--- config.mk ---
export PLATFORM = sky130hd
export DESIGN_NAME = spi_slave_select_and_buffering
export DESIGN_NICKNAME = d
export VERILOG_FILES = /design/src/rtl/spi_slave_pkg.sv /design/src/rtl/rx_fifo_if.sv /design/src/rtl/pin_sync.sv /design/src/rtl/rx_fifo.sv /design/src/rtl/spi_slave_select_and_buffering.sv
export SDC_FILE = /design/constraint.sdc
export NUM_CORES = 1
export LEC_CHECK = 0
export ABC_CLOCK_PERIOD_IN_PS = 5290
export BUFFER_PORTS_ARGS = -buffer_cell sky130_fd_sc_hd__buf_2
export CORE_ASPECT_RATIO = 1.25
export CORE_UTILIZATION = 30
export DETAILED_ROUTE_END_ITERATION = 8
export PLACE_DENSITY = 0.58
export REMOVE_ABC_BUFFERS = 1
export SLEW_MARGIN = 10
export SYNTH_ARGS = -nofsm -noshare
export SYNTH_HDL_FRONTEND = slang
export SYNTH_SLANG_ARGS = --single-unit
--- constraint.sdc ---
create_clock -name CLK -period 5.29 [get_ports CLK]
set_input_delay 0.7935 -clock CLK [delete_from_list [all_inputs] [get_ports CLK]]
set_output_delay 0.7935 -clock CLK [all_outputs]
set_load 0.05 [all_outputs]
--- src/rtl/spi_slave_pkg.sv ---
// shared constants and types for the serial slave block
package spi_slave_pkg;

  ////////////////////////////////////////////////////////////////////////////
  // data and pin widths
  localparam int DATA_W        = 8;
  localparam int PIN_W         = 3;
  localparam int PIN_SCK       = 0;
  localparam int PIN_SEL       = 1;
  localparam int PIN_MOSI      = 2;
  localparam int RX_FIFO_DEPTH = 4;

  ////////////////////////////////////////////////////////////////////////////
  // sticky flag positions in the flag vector
  localparam int FLAG_W         = 4;
  localparam int FLAG_BYTE_DONE = 0;
  localparam int FLAG_COLLISION = 1;
  localparam int FLAG_RX_DONE   = 2;
  localparam int FLAG_TX_DONE   = 3;

  ////////////////////////////////////////////////////////////////////////////
  // reset values and bit counter limits
  localparam logic [PIN_W-1:0]  PIN_RESET   = 3'h2;  // select idles high
  localparam logic [DATA_W-1:0] SHIFT_RESET = 8'h00;
  localparam logic [FLAG_W-1:0] FLAGS_RESET = 4'h0;
  localparam logic [2:0]        BIT_FIRST   = 3'h0;
  localparam logic [2:0]        BIT_LAST    = 3'h7;
  localparam logic [2:0]        BIT_STEP    = 3'h1;

  ////////////////////////////////////////////////////////////////////////////
  // slave sequencer states
  typedef enum logic [1:0] {
    ST_OFF   = 2'b00,
    ST_IDLE  = 2'b01,
    ST_SHIFT = 2'b10
  } slave_state_type;

endpackage

--- src/rtl/rx_fifo_if.sv ---
// handshake bundle between the receive path and its fifo
`timescale 1ns/1ns
interface rx_fifo_if #(parameter int WIDTH = 8);
  logic             push_valid;
  logic             push_ready;
  logic [WIDTH-1:0] push_data;
  logic             pop_valid;
  logic             pop_ready;
  logic [WIDTH-1:0] pop_data;

  modport fifo_side (input push_valid, push_data, pop_ready,
                     output push_ready, pop_valid, pop_data);
  modport user_side (output push_valid, push_data, pop_ready,
                     input push_ready, pop_valid, pop_data);
endinterface // rx_fifo_if

--- src/rtl/pin_sync.sv ---
// three-stage pin synchroniser with agreement filter
`timescale 1ns/1ns
module pin_sync #(
  parameter int           W         = 3,
  parameter logic [W-1:0] RESET_VAL = '0
) (
  // clock and reset
  input  wire logic         clk,
  input  wire logic         rst,
  // raw pins and filtered levels
  input  wire logic [W-1:0] pins,
  output logic      [W-1:0] level
);

  logic [W-1:0] q1;
  logic [W-1:0] q2;
  logic [W-1:0] q3;

  // q1 feeds only q2; a change counts once q2 and q3 agree
  always_ff @(posedge clk) begin
    if (rst) begin
      q1    <= RESET_VAL;
      q2    <= RESET_VAL;
      q3    <= RESET_VAL;
      level <= RESET_VAL;
    end else begin
      q1    <= pins;
      q2    <= q1;
      q3    <= q2;
      level <= (~(q2 ^ q3) & q3) | ((q2 ^ q3) & level);
    end
  end

endmodule // pin_sync

--- src/rtl/rx_fifo.sv ---
// small receive fifo, head always at entry zero
`timescale 1ns/1ns
module rx_fifo #(
  parameter int WIDTH = 8,
  parameter int DEPTH = 4
) (
  // clock and reset
  input  wire logic clk,
  input  wire logic rst,
  // both handshake sides
  rx_fifo_if.fifo_side port_b
);

  localparam int CW = $clog2(DEPTH + 1);

  logic [WIDTH-1:0] mem [DEPTH];
  logic [CW-1:0]    count;
  logic [CW-1:0]    next_count;
  logic             do_push;
  logic             do_pop;

  assign do_push = port_b.push_valid && port_b.push_ready;
  assign do_pop  = port_b.pop_valid && port_b.pop_ready;
  assign port_b.pop_data = mem[0];

  // occupancy after this cycle
  always_comb begin
    next_count = count;
    if (do_push && !do_pop) begin
      next_count = count + CW'(1);
    end else if (do_pop && !do_push) begin
      next_count = count - CW'(1);
    end
  end

  // ready and valid come from flops so full and empty are exact
  always_ff @(posedge clk) begin
    if (rst) begin
      count             <= '0;
      port_b.pop_valid  <= 1'b0;
      port_b.push_ready <= 1'b1;
    end else begin
      count             <= next_count;
      port_b.pop_valid  <= (next_count != '0);
      port_b.push_ready <= (next_count != CW'(DEPTH));
    end
  end

  // storage shifts toward the head on a pop; a push lands behind the last entry
  always_ff @(posedge clk) begin
    if (do_pop) begin
      for (int i = 0; i < DEPTH - 1; i++) begin
        mem[i] <= mem[i+1];
      end
    end
    if (do_push) begin
      mem[int'(count) - int'(do_pop)] <= port_b.push_data;
    end
  end

endmodule // rx_fifo

--- src/rtl/spi_slave_select_and_buffering.sv ---
// serial slave with select handling, buffered modes and receive fifo
`timescale 1ns/1ns

// Overview of operation
// host role with select as input and disable clear: low select makes us slave
// select configured as output in host role has no effect on the block
// after select drops the host role, it stays slave until software sets role again
// outside master keeps each clock phase longer than two system clock cycles
// normal slave idles while select is high; data writes allowed, clock ignored
// after select falls, shifting starts with the first clock pulse
// normal mode sets the byte-done flag after every full byte
// normal mode write during a transfer is dropped and sets the collision flag
// select high halts the slave and discards a partial byte
// buffer mode enable adds holding buffer, extra receive buffering and flags; here the 4-entry receive fifo is used the same in both modes
// buffered, wait bit 0: first transfer sends shift register content as dummy
// wait bit 0: writes go to holding buffer, moved after the dummy transfer
// buffered write with holding buffer full is lost, buffer unchanged
// buffer-empty flag clears on buffer write, sets when buffer moves to shifter
// buffered receive-complete flag sets one cycle after buffer-empty rises
// transfer-complete sets one cycle after receive-complete when all data sent
// wait bit 1: write while select high goes to shifter next cycle
// wait bit 1 flag timing matches wait bit 0
// select, mosi and clock are always inputs in slave mode
// miso driven while select low, released while high, if set as output
// select high resets the slave sequencer at once, abandoning the transfer
// host software rechecks its role bit before each byte written
// select rising mid-byte returns the bit counter to zero
module spi_slave_select_and_buffering (
  // clock and reset
  input  wire logic                               CLK,
  input  wire logic                               RST,
  // serial pins, sampled on CLK
  input  wire logic                               SCK_IN,
  input  wire logic                               SELECT_N_IN,
  input  wire logic                               MOSI_IN,
  output logic                                    MISO_OUT,
  output logic                                    MISO_OE,
  // configuration levels
  input  wire logic                               ENABLE,
  input  wire logic                               BUFFER_MODE_ENABLE,
  input  wire logic                               WAIT_FOR_RECEIVE_BIT,
  input  wire logic                               SELECT_PIN_DISABLE,
  input  wire logic                               SELECT_DIR_OUT,
  input  wire logic                               MISO_DIR_OUT,
  // host role bit access
  input  wire logic                               HOST_ROLE_WRITE,
  input  wire logic                               HOST_ROLE_VALUE,
  output logic                                    HOST_ROLE,
  // transmit data write
  input  wire logic                               DATA_WRITE,
  input  wire logic [spi_slave_pkg::DATA_W-1:0]   DATA_IN,
  // received data stream
  output logic                                    RX_VALID,
  output logic [spi_slave_pkg::DATA_W-1:0]        RX_DATA,
  input  wire logic                               RX_READY,
  output logic                                    RX_SPACE,
  // status flags and their clear strobes
  input  wire logic [spi_slave_pkg::FLAG_W-1:0]   FLAG_CLEAR,
  output logic                                    BYTE_DONE_FLAG,
  output logic                                    WRITE_COLLISION_FLAG,
  output logic                                    RX_COMPLETE_FLAG,
  output logic                                    TRANSFER_COMPLETE_FLAG,
  output logic                                    TX_BUFFER_EMPTY_FLAG
);
  import spi_slave_pkg::*;

  ////////////////////////////////////////////////////////////////////////////
  // declarations
  logic [PIN_W-1:0]  pin_level;
  logic              sck_prev;
  logic              sck_rise;
  logic              sck_fall;
  logic              sel_low;
  logic              mosi;
  slave_state_type   state;
  slave_state_type   next_state;
  logic [2:0]        bit_cnt;
  logic [DATA_W-1:0] shifter;
  logic [DATA_W-1:0] hold_buf;
  logic              hold_full;
  logic [DATA_W-1:0] pend_data;
  logic              pend_valid;
  logic              shifter_loaded;
  logic              byte_end;
  logic              busy;
  logic              wr_normal;
  logic              wr_direct;
  logic              wr_hold;
  logic              copy_hold;
  logic              host_lost;
  logic              done_d1;
  logic              done_d2;
  logic              drained_d1;
  logic              drained_d2;
  logic [FLAG_W-1:0] flags;
  logic [FLAG_W-1:0] flag_set;

  rx_fifo_if #(.WIDTH(DATA_W)) rx_bus ();

  // true when the shifter is exchanging bits with the outside master
  function automatic logic is_shifting(input slave_state_type st);
    return st == ST_SHIFT;
  endfunction

  ////////////////////////////////////////////////////////////////////////////
  // pin sampling; clock phases must exceed two cycles to be seen
  pin_sync #(
    .W         (PIN_W),
    .RESET_VAL (PIN_RESET)
  ) u_sync (
    .clk   (CLK),
    .rst   (RST),
    .pins  ({MOSI_IN, SELECT_N_IN, SCK_IN}),
    .level (pin_level)
  );

  // select, mosi and clock are only ever read, never driven
  assign sel_low  = !pin_level[PIN_SEL];
  assign mosi     = pin_level[PIN_MOSI];
  assign sck_rise = pin_level[PIN_SCK] && !sck_prev;
  assign sck_fall = !pin_level[PIN_SCK] && sck_prev;

  // edge detector looks at the filtered level only
  always_ff @(posedge CLK) begin
    if (RST) begin
      sck_prev <= 1'b0;
    end else begin
      sck_prev <= pin_level[PIN_SCK];
    end
  end

  ////////////////////////////////////////////////////////////////////////////
  // host role bit and fall back to slave on a low select
  // hardware clear wins over a same-cycle software write, so a lost bus is
  // never silently reclaimed
  assign host_lost = HOST_ROLE && ENABLE && !SELECT_PIN_DISABLE && !SELECT_DIR_OUT
                     && sel_low;

  always_ff @(posedge CLK) begin
    if (RST) begin
      HOST_ROLE <= 1'b0;
    end else if (host_lost) begin
      HOST_ROLE <= 1'b0;
    end else if (HOST_ROLE_WRITE) begin
      HOST_ROLE <= HOST_ROLE_VALUE; // only software sets it again
    end
  end

  ////////////////////////////////////////////////////////////////////////////
  // slave sequencer: select high drops straight back to idle
  always_comb begin
    case (state)
      ST_OFF: begin
        next_state = (ENABLE && !HOST_ROLE) ? ST_IDLE : ST_OFF;
      end
      ST_IDLE: begin
        next_state = sel_low ? ST_SHIFT : ST_IDLE;
      end
      ST_SHIFT: begin
        next_state = sel_low ? ST_SHIFT : ST_IDLE;
      end
      default: begin
        next_state = ST_OFF;
      end
    endcase
    if (!ENABLE || HOST_ROLE) begin
      next_state = ST_OFF;
    end
  end

  always_ff @(posedge CLK) begin
    if (RST) begin
      state <= ST_OFF;
    end else begin
      state <= next_state;
    end
  end

  ////////////////////////////////////////////////////////////////////////////
  // bit counter; a byte ends on the eighth sampling edge
  assign byte_end = is_shifting(state) && sck_rise && (bit_cnt == BIT_LAST);

  always_ff @(posedge CLK) begin
    if (RST) begin
      bit_cnt <= BIT_FIRST;
    end else if (!is_shifting(state)) begin
      bit_cnt <= BIT_FIRST; // resync with the master at every select
    end else if (sck_rise) begin
      bit_cnt <= bit_cnt + BIT_STEP; // first pulse after select falls
    end
  end

  ////////////////////////////////////////////////////////////////////////////
  // data write steering
  assign busy      = is_shifting(state) && ((bit_cnt != BIT_FIRST) || sck_rise);
  assign wr_normal = DATA_WRITE && !BUFFER_MODE_ENABLE && !busy;
  assign wr_direct = DATA_WRITE && BUFFER_MODE_ENABLE && WAIT_FOR_RECEIVE_BIT
                     && !sel_low && !shifter_loaded && !pend_valid;
  assign wr_hold   = DATA_WRITE && BUFFER_MODE_ENABLE && !wr_direct
                     && !hold_full; // full buffer drops the byte
  assign copy_hold = byte_end && BUFFER_MODE_ENABLE && hold_full;

  // a direct write reaches the shifter one cycle after it is made
  always_ff @(posedge CLK) begin
    if (RST) begin
      pend_valid <= 1'b0;
      pend_data  <= SHIFT_RESET;
    end else begin
      pend_valid <= wr_direct;
      if (wr_direct) begin
        pend_data <= DATA_IN;
      end
    end
  end

  // wait bit 1: only the first write while deselected bypasses the buffer
  always_ff @(posedge CLK) begin
    if (RST) begin
      shifter_loaded <= 1'b0;
    end else if (!BUFFER_MODE_ENABLE || !WAIT_FOR_RECEIVE_BIT) begin
      shifter_loaded <= 1'b0;
    end else if (pend_valid) begin
      shifter_loaded <= 1'b1;
    end else if (byte_end && !hold_full) begin
      shifter_loaded <= 1'b0;
    end
  end

  // holding buffer; in normal mode it is never used
  always_ff @(posedge CLK) begin
    if (RST) begin
      hold_buf  <= SHIFT_RESET;
      hold_full <= 1'b0;
    end else if (!BUFFER_MODE_ENABLE) begin
      hold_full <= 1'b0;
    end else if (copy_hold) begin
      hold_full <= 1'b0; // moved into the shifter
    end else if (wr_hold) begin
      hold_buf  <= DATA_IN; // wait bit 0 sends all writes here
      hold_full <= 1'b1;
    end
  end

  ////////////////////////////////////////////////////////////////////////////
  // shift register; until the buffer is copied its old content goes out,
  // which is the dummy byte of the first buffered transfer
  always_ff @(posedge CLK) begin
    if (RST) begin
      shifter <= SHIFT_RESET;
    end else if (copy_hold) begin
      shifter <= hold_buf;
    end else if (is_shifting(state) && sck_rise) begin
      shifter <= {shifter[DATA_W-2:0], mosi};
    end else if (pend_valid) begin
      shifter <= pend_data;
    end else if (wr_normal) begin
      shifter <= DATA_IN; // idle write is allowed
    end
  end

  ////////////////////////////////////////////////////////////////////////////
  // miso: next bit presented on the falling edge, released when deselected
  always_ff @(posedge CLK) begin
    if (RST) begin
      MISO_OUT <= 1'b0;
      MISO_OE  <= 1'b0;
    end else begin
      MISO_OE <= is_shifting(next_state) && MISO_DIR_OUT;
      if (!is_shifting(state) || sck_fall || (bit_cnt == BIT_FIRST && !sck_rise)) begin
        MISO_OUT <= shifter[DATA_W-1];
      end
    end
  end

  ////////////////////////////////////////////////////////////////////////////
  // completed bytes enter the receive fifo; a full fifo drops the byte since
  // the outside master cannot be stalled, RX_SPACE warns software early
  assign rx_bus.push_valid = byte_end; // partial bytes never get here
  assign rx_bus.push_data  = {shifter[DATA_W-2:0], mosi};
  assign rx_bus.pop_ready  = RX_READY;
  assign RX_VALID          = rx_bus.pop_valid;
  assign RX_DATA           = rx_bus.pop_data;
  assign RX_SPACE          = rx_bus.push_ready;

  rx_fifo #(
    .WIDTH (DATA_W),
    .DEPTH (RX_FIFO_DEPTH)
  ) u_rx_fifo (
    .clk    (CLK),
    .rst    (RST),
    .port_b (rx_bus.fifo_side)
  );

  ////////////////////////////////////////////////////////////////////////////
  // completion pipeline for the buffered flags
  always_ff @(posedge CLK) begin
    if (RST) begin
      done_d1    <= 1'b0;
      done_d2    <= 1'b0;
      drained_d1 <= 1'b0;
      drained_d2 <= 1'b0;
    end else begin
      done_d1    <= byte_end && BUFFER_MODE_ENABLE;
      done_d2    <= done_d1;
      drained_d1 <= !hold_full; // nothing left behind the shifter
      drained_d2 <= drained_d1;
    end
  end

  // buffer-empty level: low on a buffer write, high after the copy
  always_ff @(posedge CLK) begin
    if (RST) begin
      TX_BUFFER_EMPTY_FLAG <= 1'b1;
    end else if (!BUFFER_MODE_ENABLE || copy_hold) begin
      TX_BUFFER_EMPTY_FLAG <= 1'b1;
    end else if (wr_hold) begin
      TX_BUFFER_EMPTY_FLAG <= 1'b0;
    end
  end

  ////////////////////////////////////////////////////////////////////////////
  // sticky flags; a set in the same cycle as its clear wins
  always_comb begin
    flag_set                 = FLAGS_RESET;
    flag_set[FLAG_BYTE_DONE] = (byte_end && !BUFFER_MODE_ENABLE) || host_lost;
    flag_set[FLAG_COLLISION] = DATA_WRITE && !BUFFER_MODE_ENABLE && busy;
    flag_set[FLAG_RX_DONE]   = done_d1; // one cycle after buffer-empty
    flag_set[FLAG_TX_DONE]   = done_d2 && drained_d2;
  end

  always_ff @(posedge CLK) begin
    if (RST) begin
      flags <= FLAGS_RESET;
    end else begin
      flags <= flag_set | (flags & ~FLAG_CLEAR);
    end
  end

  assign BYTE_DONE_FLAG         = flags[FLAG_BYTE_DONE];
  assign WRITE_COLLISION_FLAG   = flags[FLAG_COLLISION];
  assign RX_COMPLETE_FLAG       = flags[FLAG_RX_DONE];
  assign TRANSFER_COMPLETE_FLAG = flags[FLAG_TX_DONE];

endmodule // spi_slave_select_and_buffering

==> flow_metrics.tcl, run 1 <==
set metrics [dict create \
    r2r_cells 4 \
    avgSynthCellArea_um2 11.2 \
    finalNonFillerCells 559 \
    postSynthCellCount 348 \
    die_x_um 104 \
    gp_congestion 0.720 \
    numCtsBuffers 9 \
    setup_slack_ns 2.62 \
    tritoncts "done" \
    synth-edff-count 32 \
    crit_type "reg2reg" \
    cp_slowest_cell "nor3b_2" \
    htree_levels 3 \
    slew_headroom 0.294 \
    drv_slew 0 \
    drc 0 \
    hp-class "reg2reg" \
    drive_gt1_frac 0.233 \
    setup_tns_ns 0 \
    worstHoldStart "u_sync.q1[1]" \
    crit_chain "or4_1 -> nor3b_2 -> mux2i_1 -> nor2_1" \
    routed_wl_um 7250 \
    vdd.ir_drop.worst_mv 0.161 \
    ios 45 \
    start_kind "flop" \
    drt_pass1_iterations 4 \
    gr-total-overflow 0 \
    fmax_mhz 374 \
    grt_usage 0.117 \
    rows 46 \
    period_minus_slack_ns 2.67 \
    async_reset_ff_frac 0 \
    setup_viol 0 \
    maxCapViolations 0 \
    clock_skew_ns 0.00573 \
    r2r_start "pend_valid" \
    dieArea_um2 13500 \
    finalHoldViolCount 0 \
    synth_ff_type "dfxtp_1" \
    wl_per_cell_um 13.0 \
    final_util 0.357 \
    portBuffers 44 \
    min_period_over_period 0.506 \
    place_ws_ns 2.36 \
    hold_depth 1 \
    yosysSeqAreaShare 0.564 \
    clockRootBuffer "clkbuf_16" \
    cts_resized 0 \
    clk_pin_slew_ns 0.06 \
    ant_nets 0 \
    grt_pass1_wl_um 12300 \
    n_antenna_cell 0 \
    cts_post_setup_buffers_inserted 0 \
    rsz0062_at_grt "false" \
    dp.cells 544 \
    core_area_um2 12700 \
    clk_latency_ns 0.34 \
    holdPathEnd "u_sync.q2[1]" \
    cts_hold_buffers 0 \
    ys_ff_latch 94 \
    nets 423 \
    worst_r2r_endpoint "hold_buf[2]" \
    initial_core_util 0.307 \
    dr_total_vias 2565 \
    ff2ff_setup_slack_ns 2.62 \
    hpwl_um 5090 \
    grt_max_degree 56 \
    endpoint_kind "flop" \
    worstPathMaxFanout 12 \
    syn_area_um2 3900 \
    vias_per_cell 4.59 \
    syn2layout_area_growth_pct 16.4 \
    cts_buffer_depth 2 \
    outcome "complete, no violations" \
    required_ns 5.48 \
    die_h_um 130 \
    max_stage_delay_ns 0.88 \
    yosys.cell_types.count 44 \
    worstMarginPinSlew_ns 1.05 \
    yosysWarningCount 0 \
    total_leakage_power_nw 1.80 \
    antenna_found_initial 0 \
    power_density_nw_per_um2 374 \
    first_iter_violations 69 \
    grt_pass1_vias 2600 \
    clock_sinks 94 \
    critPathArrivalTime_ns 2.87 \
]
==> how the worst max path moves through the flow <==
stage,from,endpoint,cells after the start
6_report,pend_valid,hold_buf[2],4
5_1_grt,pend_valid,hold_buf[7],4
2_1_floorplan,DATA_WRITE,hold_buf[0],5
4_1_cts,pend_valid,hold_buf[2],4
3_3_place_gp,BUFFER_MODE_ENABLE,hold_buf[7],6
3_5_place_dp,RX_READY,u_rx_fifo.mem[1][7],7
==> final cells by class <==
| cell class | count | area, µm² |
|---|---|---|
| sequential | 94 | 2200 |
| clock inverter | 6 | 62.6 |
| clock buffer | 9 | 225 |
| tap | 168 | 210 |
| multi-input combinational | 227 | 1590 |
| timing repair buffer | 44 | 220 |
| inverter | 11 | 41.3 |
| fill | 1258 | 8170 |
==> placed cells by master, fill, tap and decap left out, drive strengths merged, types with 2 or more instances in the layout <==
| cell | count |
|---|---|
| dfxtp | 62 |
| edfxtp | 32 |
| ha | 9 |
| mux2 | 24 |
| clkinvlp | 3 |
| nor3 | 13 |
| a21oi | 14 |
| nand2 | 15 |
| or2 | 3 |
| buf | 44 |
| a211oi | 18 |
| clkbuf | 9 |
| and3 | 3 |
| o21ai | 5 |
| nor3b | 2 |
| a211o | 2 |
| nor2 | 49 |
| xnor2 | 2 |
| nand4 | 3 |
| inv | 12 |
| mux2i | 28 |
| nor2b | 13 |
| nand2b | 7 |
==> routing by layer <==
layer | up-vias | wire [µm] | part of all wire | GRT usage
li1 | 1314 | - | - | -
met1 | 1205 | 3190 | 0.44 | 0.124
met2 | 33 | 3710 | 0.51 | 0.216
met3 | 13 | 165 | 0.023 | 0.0221
met4 | 0 | 187 | 0.026 | 0.0731
met5 | - | 0 | 0 | 0
==> per-stage QoR <==
step | power (mW) | hold WS [ns] | instance area (µm²)
after CTS | 1.72 | 0.409 | 4550
after global placement | 1.08 | 0.396 | 4260
after floorplan | 1.02 | 0.389 | 3820
after global routing | 1.78 | 0.430 | 4550
final | 1.70 | 0.407 | 4550
after detailed placement | 1.09 | 0.394 | 4260
==> flip-flops by register name, summed over array words and instances (netlist names), 2 cells and up, named ones only <==
register / cells
pend_data: 8
hold_buf: 8
state: 2
u_rx_fifo.mem: 32
u_sync.q1: 3
bit_cnt: 3
u_rx_fifo.count: 3
flags: 4
u_sync.q3: 3
shifter: 8
u_sync.q2: 3
==> cell families (layout without fill, tap and decap cells) <==
family,Yosys count,after routing,synth area share
flip-flops,94,94,0.564
AO/OA/AOI/OAI,47,47,0.0814
buffers and inverters,27,70,0.0314
XOR/XNOR,3,3,0.00673
multiplexers,52,52,0.141
adder cells (fa/ha/maj),9,9,0.0288
AND/OR/NAND/NOR,116,116,0.147
==> cells in the mapped netlist (2+ instances only) <==
cell / number / share of area
nor2_1: 49 / 0.047
o21ai_0: 4 / 0.0051
dfxtp_1: 62 / 0.32
nand4_1: 2 / 0.0032
nand2_1: 15 / 0.014
ha_1: 9 / 0.029
a211o_1: 2 / 0.0045
buf_2: 5 / 0.0064
mux2_2: 24 / 0.069
or2_2: 3 / 0.0048
a211oi_1: 17 / 0.033
a21oi_1: 14 / 0.018
edfxtp_1: 32 / 0.25
and3_1: 3 / 0.0048
inv_1: 11 / 0.011
mux2i_1: 28 / 0.072
nor2b_1: 13 / 0.021
clkbuf_1: 9 / 0.0087
nor3b_1: 2 / 0.0038
nand2b_1: 7 / 0.011
nor3_1: 12 / 0.015
buf_6: 2 / 0.0058
xnor2_1: 2 / 0.0045
==> where the power goes <==
group / switching [mW] / leakage (nW) / internal [mW]
Clock: 0.267 / 0.134 / 0.362
Combinational: 0.147 / 0.872 / 0.0816
Sequential: 0.0336 / 0.796 / 0.809
Total: 0.447 / 1.80 / 1.25
==> worst max-delay path, delay by kind of cell, from the launching register on <==
kind / cells / cell delay (ns)
AND/OR/NAND/NOR: 3 / 1.50
multiplexers: 1 / 0.27
flip-flops: 1 / 0.75
No activity file was read; power rests on OpenSTA's default activity.
==> run 2, diff against run 1 <==
- ABC_AREA: default -> 1
- ABC_CLOCK_PERIOD_IN_PS: 5290 -> 2200
- PLACE_DENSITY: 0.58 -> 0.59
- clock period: 5.29 -> 2.2 ns (I/O delays scaled with it)
==> flow_metrics.tcl, run 2 <==
set metrics [dict create \
    drv_slew 0 \
    setup_tns_ns 0 \
    regMostFlops "u_rx_fifo.mem" \
    outcome "complete, no violations" \
    slew_headroom 0.721 \
    cts_hold_buffers 0 \
    drt_pass1_iterations 4 \
    yosys.cell_types.count 37 \
    holdPathEnd "u_sync.q1[1]" \
    fmax_mhz 545 \
    r2r_cells 9 \
    hpwl_um 5970 \
    power_density_nw_per_um2 892 \
    crit_type "reg2reg" \
    finalHoldViolCount 0 \
    ff2ff_setup_slack_ns 0.37 \
    period_minus_slack_ns 1.83 \
    yosysTopAreaCellShare 0.302 \
    die_h_um 133 \
    min_period_over_period 0.834 \
    start_kind "flop" \
    synth_compound_area_frac 0.141 \
    nFillCells 1406 \
    maxCapViolations 0 \
    yosysSeqAreaShare 0.536 \
    clk_pin_slew_ns 0.07 \
    portBuffers 44 \
    n_antenna_cell 0 \
    ys_ff_latch 94 \
    ios 45 \
    synth_simple_gate_area_frac 0.200 \
    worstHoldStart "SELECT_N_IN" \
    worstMarginPinSlew_ns 0.419 \
    syn_area_um2 4110 \
    cts_resized 0 \
    first_iter_violations 71 \
    grt_pass1_vias 2982 \
    initial_core_util 0.309 \
    gr-total-overflow 0 \
    grt_max_degree 26 \
    dr_total_vias 3046 \
    gp_congestion 0.754 \
    netlist.top_cell.by_area "dfxtp_1" \
    cts_buffer_depth 2 \
    antenna_found_initial 0 \
    setup_viol 0 \
    largest_register_ff_count 32 \
    drc 0 \
    required_ns 2.43 \
    async_reset_ff_frac 0 \
    wl_per_cell_um 11.1 \
    routed_wl_um 7630 \
    tritoncts "done" \
    drive_gt1_frac 0.216 \
    clockRootBuffer "clkbuf_16" \
    vias_per_cell 4.45 \
    final_util 0.363 \
    synthMuxAreaShare 0.00244 \
    clk_latency_ns 0.35 \
    hold_depth 2 \
    clock_sinks 94 \
    synth_ff_type "dfxtp_1" \
    rows 47 \
    synth_top_family_by_area "simple AND/OR/NAND/NOR gates" \
    place_ws_ns 0.268 \
    vdd.ir_drop.worst_mv 0.295 \
    postSynthCellCount 458 \
    r2r_start "bit_cnt[0]" \
    yosysWarningCount 0 \
    synth-edff-count 32 \
    yosys.area_share.xor_xnor 0.00823 \
    avgSynthCellArea_um2 8.97 \
    synthAdderAreaFrac 0.0274 \
    clock_skew_ns 0.0114 \
    yosysMostFrequentCell "nand2_1" \
    numCtsBuffers 9 \
    ant_nets 0 \
    setup_slack_ns 0.365 \
    ys_top_cells_by_count "nand2_1 (86), dfxtp_1 (62), inv_1 (61)" \
    endpoint_kind "flop" \
    hp-class "in2reg" \
    dieArea_um2 14200 \
    nets 545 \
    htree_levels 3 \
    netlist_top_cells_area "dfxtp_1 (30%), edfxtp_1 (23%), nand2_1 (7.9%), inv_1 (5.6%), a21oi_1 (4.5%)" \
    cts_post_setup_buffers_inserted 0 \
    critPathArrivalTime_ns 2.07 \
    total_leakage_power_nw 2.06 \
    die_x_um 107 \
    worst_r2r_endpoint "shifter[0]" \
    layout_common_cells "nand2_1 (86), dfxtp_1 (62), inv_1 (61)" \
    grt_pass1_wl_um 13500 \
    final_common_cell "nand2_1" \
    core_area_um2 13300 \
    worstPathMaxFanout 11 \
    grt_usage 0.121 \
    whs_ns 0.164 \
    rsz0062_at_grt "false" \
    syn2layout_area_growth_pct 17.6 \
]
[run 2: kinds of logic (layout without fill, tap and decap cells)]
kind of cell / Yosys count / in the layout
AOI/OAI and AO/OA: 100 / 100
buffers and inverters: 83 / 139
adders and majority gates: 9 / 9
muxes: 1 / 1
xor gates and xnor gates: 3 / 3
and+or+nand+nor: 168 / 168
DFF: 94 / 94
[run 2: worst max-delay path by stage]
stage                     depth (start not counted)                        from             endpoint  slack [ns]
after floorplan                                   5  u_rx_fifo.port_b.pop_valid  u_rx_fifo.mem[3][0]       -0.19
after global placement                            7                    RX_READY  u_rx_fifo.mem[0][0]        0.30
after global routing                              9                  bit_cnt[0]           shifter[5]        0.14
after detailed placement                          7                    RX_READY  u_rx_fifo.mem[0][2]        0.27
final                                             9                  bit_cnt[0]           shifter[0]        0.37
after CTS                                         9                  bit_cnt[0]           shifter[7]        0.32
[run 2: routing by layer]
metal  part of all wire  vias up  wire length, µm  GRT usage
met5                  0        -                0          0
met4              0.019        0              148     0.0662
met3              0.027       10              209     0.0261
met2               0.53       43             4040      0.215
met1               0.42     1376             3230      0.132
li1                   -     1617                -          -
[run 2: critical path: stages (launching register included)]
cell and delay (ns):
dfxtp_1 0.37, ha_1 0.16, ha_1 0.23, inv_1 0.11, nor2_4 0.21, nand3_2 0.24
inv_2 0.18, nand2_1 0.07, nand3_1 0.08, a21oi_1 0.06
[run 2: through the flow]
step	instance area (µm²)	std cells	power [mW]
final	4830	685	4.31
after global routing	4830	685	4.54
after CTS	4830	685	4.37
after detailed placement	4540	669	2.85
after global placement	4540	669	2.83
after floorplan	4020	443	2.67
[run 2: area by class of cell]
type	instances	area, µm²	area share
Inverter	68	260	0.0539
Clock inverter	6	50.0	0.0104
Multi-Input combinational cell	281	1560	0.323
Tap cell	171	214	0.0443
Clock buffer	10	239	0.0495
Sequential cell	94	2200	0.456
Timing Repair Buffer	55	303	0.0627
[run 2: power breakdown]
group / internal, mW / leakage [nW] / switching (mW)
Combinational: 0.244 / 1.11 / 0.517
Sequential: 1.97 / 0.804 / 0.0747
Clock: 0.816 / 0.146 / 0.687
==> run 3, diff against run 2 <==
- ABC_CLOCK_PERIOD_IN_PS: 2200 -> 1800
- PLACE_DENSITY: 0.59 -> 0.57
- clock period: 2.2 -> 1.8 ns (I/O delays scaled with it)
==> flow_metrics.tcl, run 3 (synthesis gave the netlist of run 2 again) <==
set metrics [dict create \
    setup_viol 0 \
    final_area_um2 4960 \
    path_buf_inv 2 \
    wl_met2_um 4030 \
    clk_pin_slew_ns 0.06 \
    largest_register_ff_count 32 \
    p_total_mw 5.33 \
    routed_wl_um 7830 \
    finalNonFillerCells 693 \
    vdd.ir_drop.worst_mv 0.433 \
    hp-class "in2reg" \
    worstMarginPinSlew_ns 0.402 \
    endpoint_kind "flop" \
    syn2layout_area_growth_pct 20.7 \
    grt_pass1_wl_um 13400 \
    n_antenna_cell 0 \
    initial_core_util 0.309 \
    cp-startpoint "state[0]" \
    fmax_mhz 598 \
    dr_total_vias 3060 \
    dieArea_um2 14200 \
    rows 47 \
    portBuffers 44 \
    max_stage_delay_ns 0.31 \
    period_minus_slack_ns 1.67 \
    wl_met1_um 3440 \
    first_iter_violations 110 \
    nets 553 \
    top_layer "met4" \
    whs_ns 0.111 \
    grt_pass1_vias 2907 \
    final_common_cell "nand2_1" \
    required_ns 2.07 \
    placed_area_um2 4590 \
    die_x_um 107 \
    drv_slew 0 \
    start_kind "flop" \
    worstHoldStart "SELECT_N_IN" \
    maxCapViolations 0 \
    worstPathMaxFanout 8 \
    grt_usage 0.119 \
    crit_type "reg2reg" \
    setup_slack_ns 0.129 \
    htree_levels 3 \
    wl_per_cell_um 11.3 \
    drive_gt1_frac 0.241 \
    wl_met3_um 206 \
    critPathArrivalTime_ns 1.94 \
    rsz0062_at_grt "false" \
    crit_chain "inv_1 -> ha_4 -> nand3_2 -> nor2_4 -> nand3_4 -> buf_4 -> o211ai_1 -> o21ai_1 -> a21oi_1" \
    power_density_nw_per_um2 1070 \
    clock_skew_ns 0.00735 \
    antenna_found_initial 0 \
    slew_headroom 0.732 \
    numCtsBuffers 9 \
    ant_nets 0 \
    hpwl_um 6110 \
    gr-total-overflow 0 \
    regMostFlops "u_rx_fifo.mem" \
    ios 45 \
    vias_per_cell 4.42 \
    drt_pass1_iterations 4 \
    gp_congestion 0.766 \
    layout_common_cells "nand2_1 (84), dfxtp_1 (61), inv_1 (61)" \
    die_h_um 133 \
    outcome "complete, no violations" \
    grt_max_degree 23 \
    r2r_start "state[0]" \
    clock_sinks 94 \
    min_period_over_period 0.929 \
    cts_buffer_depth 2 \
    clk_latency_ns 0.34 \
    place_ws_ns -0.0835 \
    cp_slowest_cell "dfxtp_1" \
    cp_top_family "simple AND/OR/NAND/NOR gates" \
    core_area_um2 13300 \
    finalHoldViolCount 0 \
    tritoncts "done" \
    dp.cells 674 \
    drc 0 \
    total_leakage_power_nw 2.11 \
    clockRootBuffer "clkbuf_16" \
]
run 3: cell count changes in the layout (fill, tap and decap cells not counted), sizes merged:
cell | before | now
inv | 71 | 67
clkbuf | 10 | 12
buf | 55 | 63
clkinv | 3 | 5
run 3: path summary, 6_finish.rpt:
check | endpoint | slack (ns) | depth (start not counted)
setup / recovery | shifter[3] | 0.13 | 9
setup reg to reg | shifter[3] | 0.13 | 9
hold / removal | u_sync.q1[1] | 0.11 | 2
hold reg to reg | u_sync.q2[2] | 0.40 | 2
run 3: cell type report:
type	instances	area [µm²]
Fill cell	1391	8330
Sequential cell	94	2200
Multi-Input combinational cell	281	1610
Timing Repair Buffer	63	375
Clock buffer	12	267
Inverter	68	260
Tap cell	171	214
Clock inverter	4	28.8
run 3: worst register-to-register path, stage by stage, from the launching register on:
cell and delay, ns:
dfxtp_1 0.31, inv_1 0.13, ha_4 0.21, nand3_2 0.11, nor2_4 0.24, nand3_4 0.12, buf_4 0.18, o211ai_1 0.08
o21ai_1 0.09, a21oi_1 0.13
run 3: metal layers:
metal	GRT usage	vias up
li1	-	1638
met5	0	-
met3	0.0281	10
met2	0.207	35
met4	0.0525	0
met1	0.139	1377
run 3: repair_timing:
action	CTS	global route
gates resized for setup	3	8
setup buffers	0	3
hold buffers	0	0
endpoints found under the setup margin	13	45
pin swaps	0	2
run 3: report_power, final:
group	internal [mW]	leakage (nW)	switching [mW]
Clock	1.05	0.149	0.775
Sequential	2.41	0.804	0.102
Combinational	0.342	1.16	0.650
Total	3.80	2.11	1.53
run 3: through the flow:
step	util	setup TNS, ns
6_report	0.373	0
5_1_grt	0.373	0
4_1_cts	0.369	0
3_5_place_dp	0.345	-1.59
3_3_place_gp	0.345	-0.0958
2_1_floorplan	-	-20.58
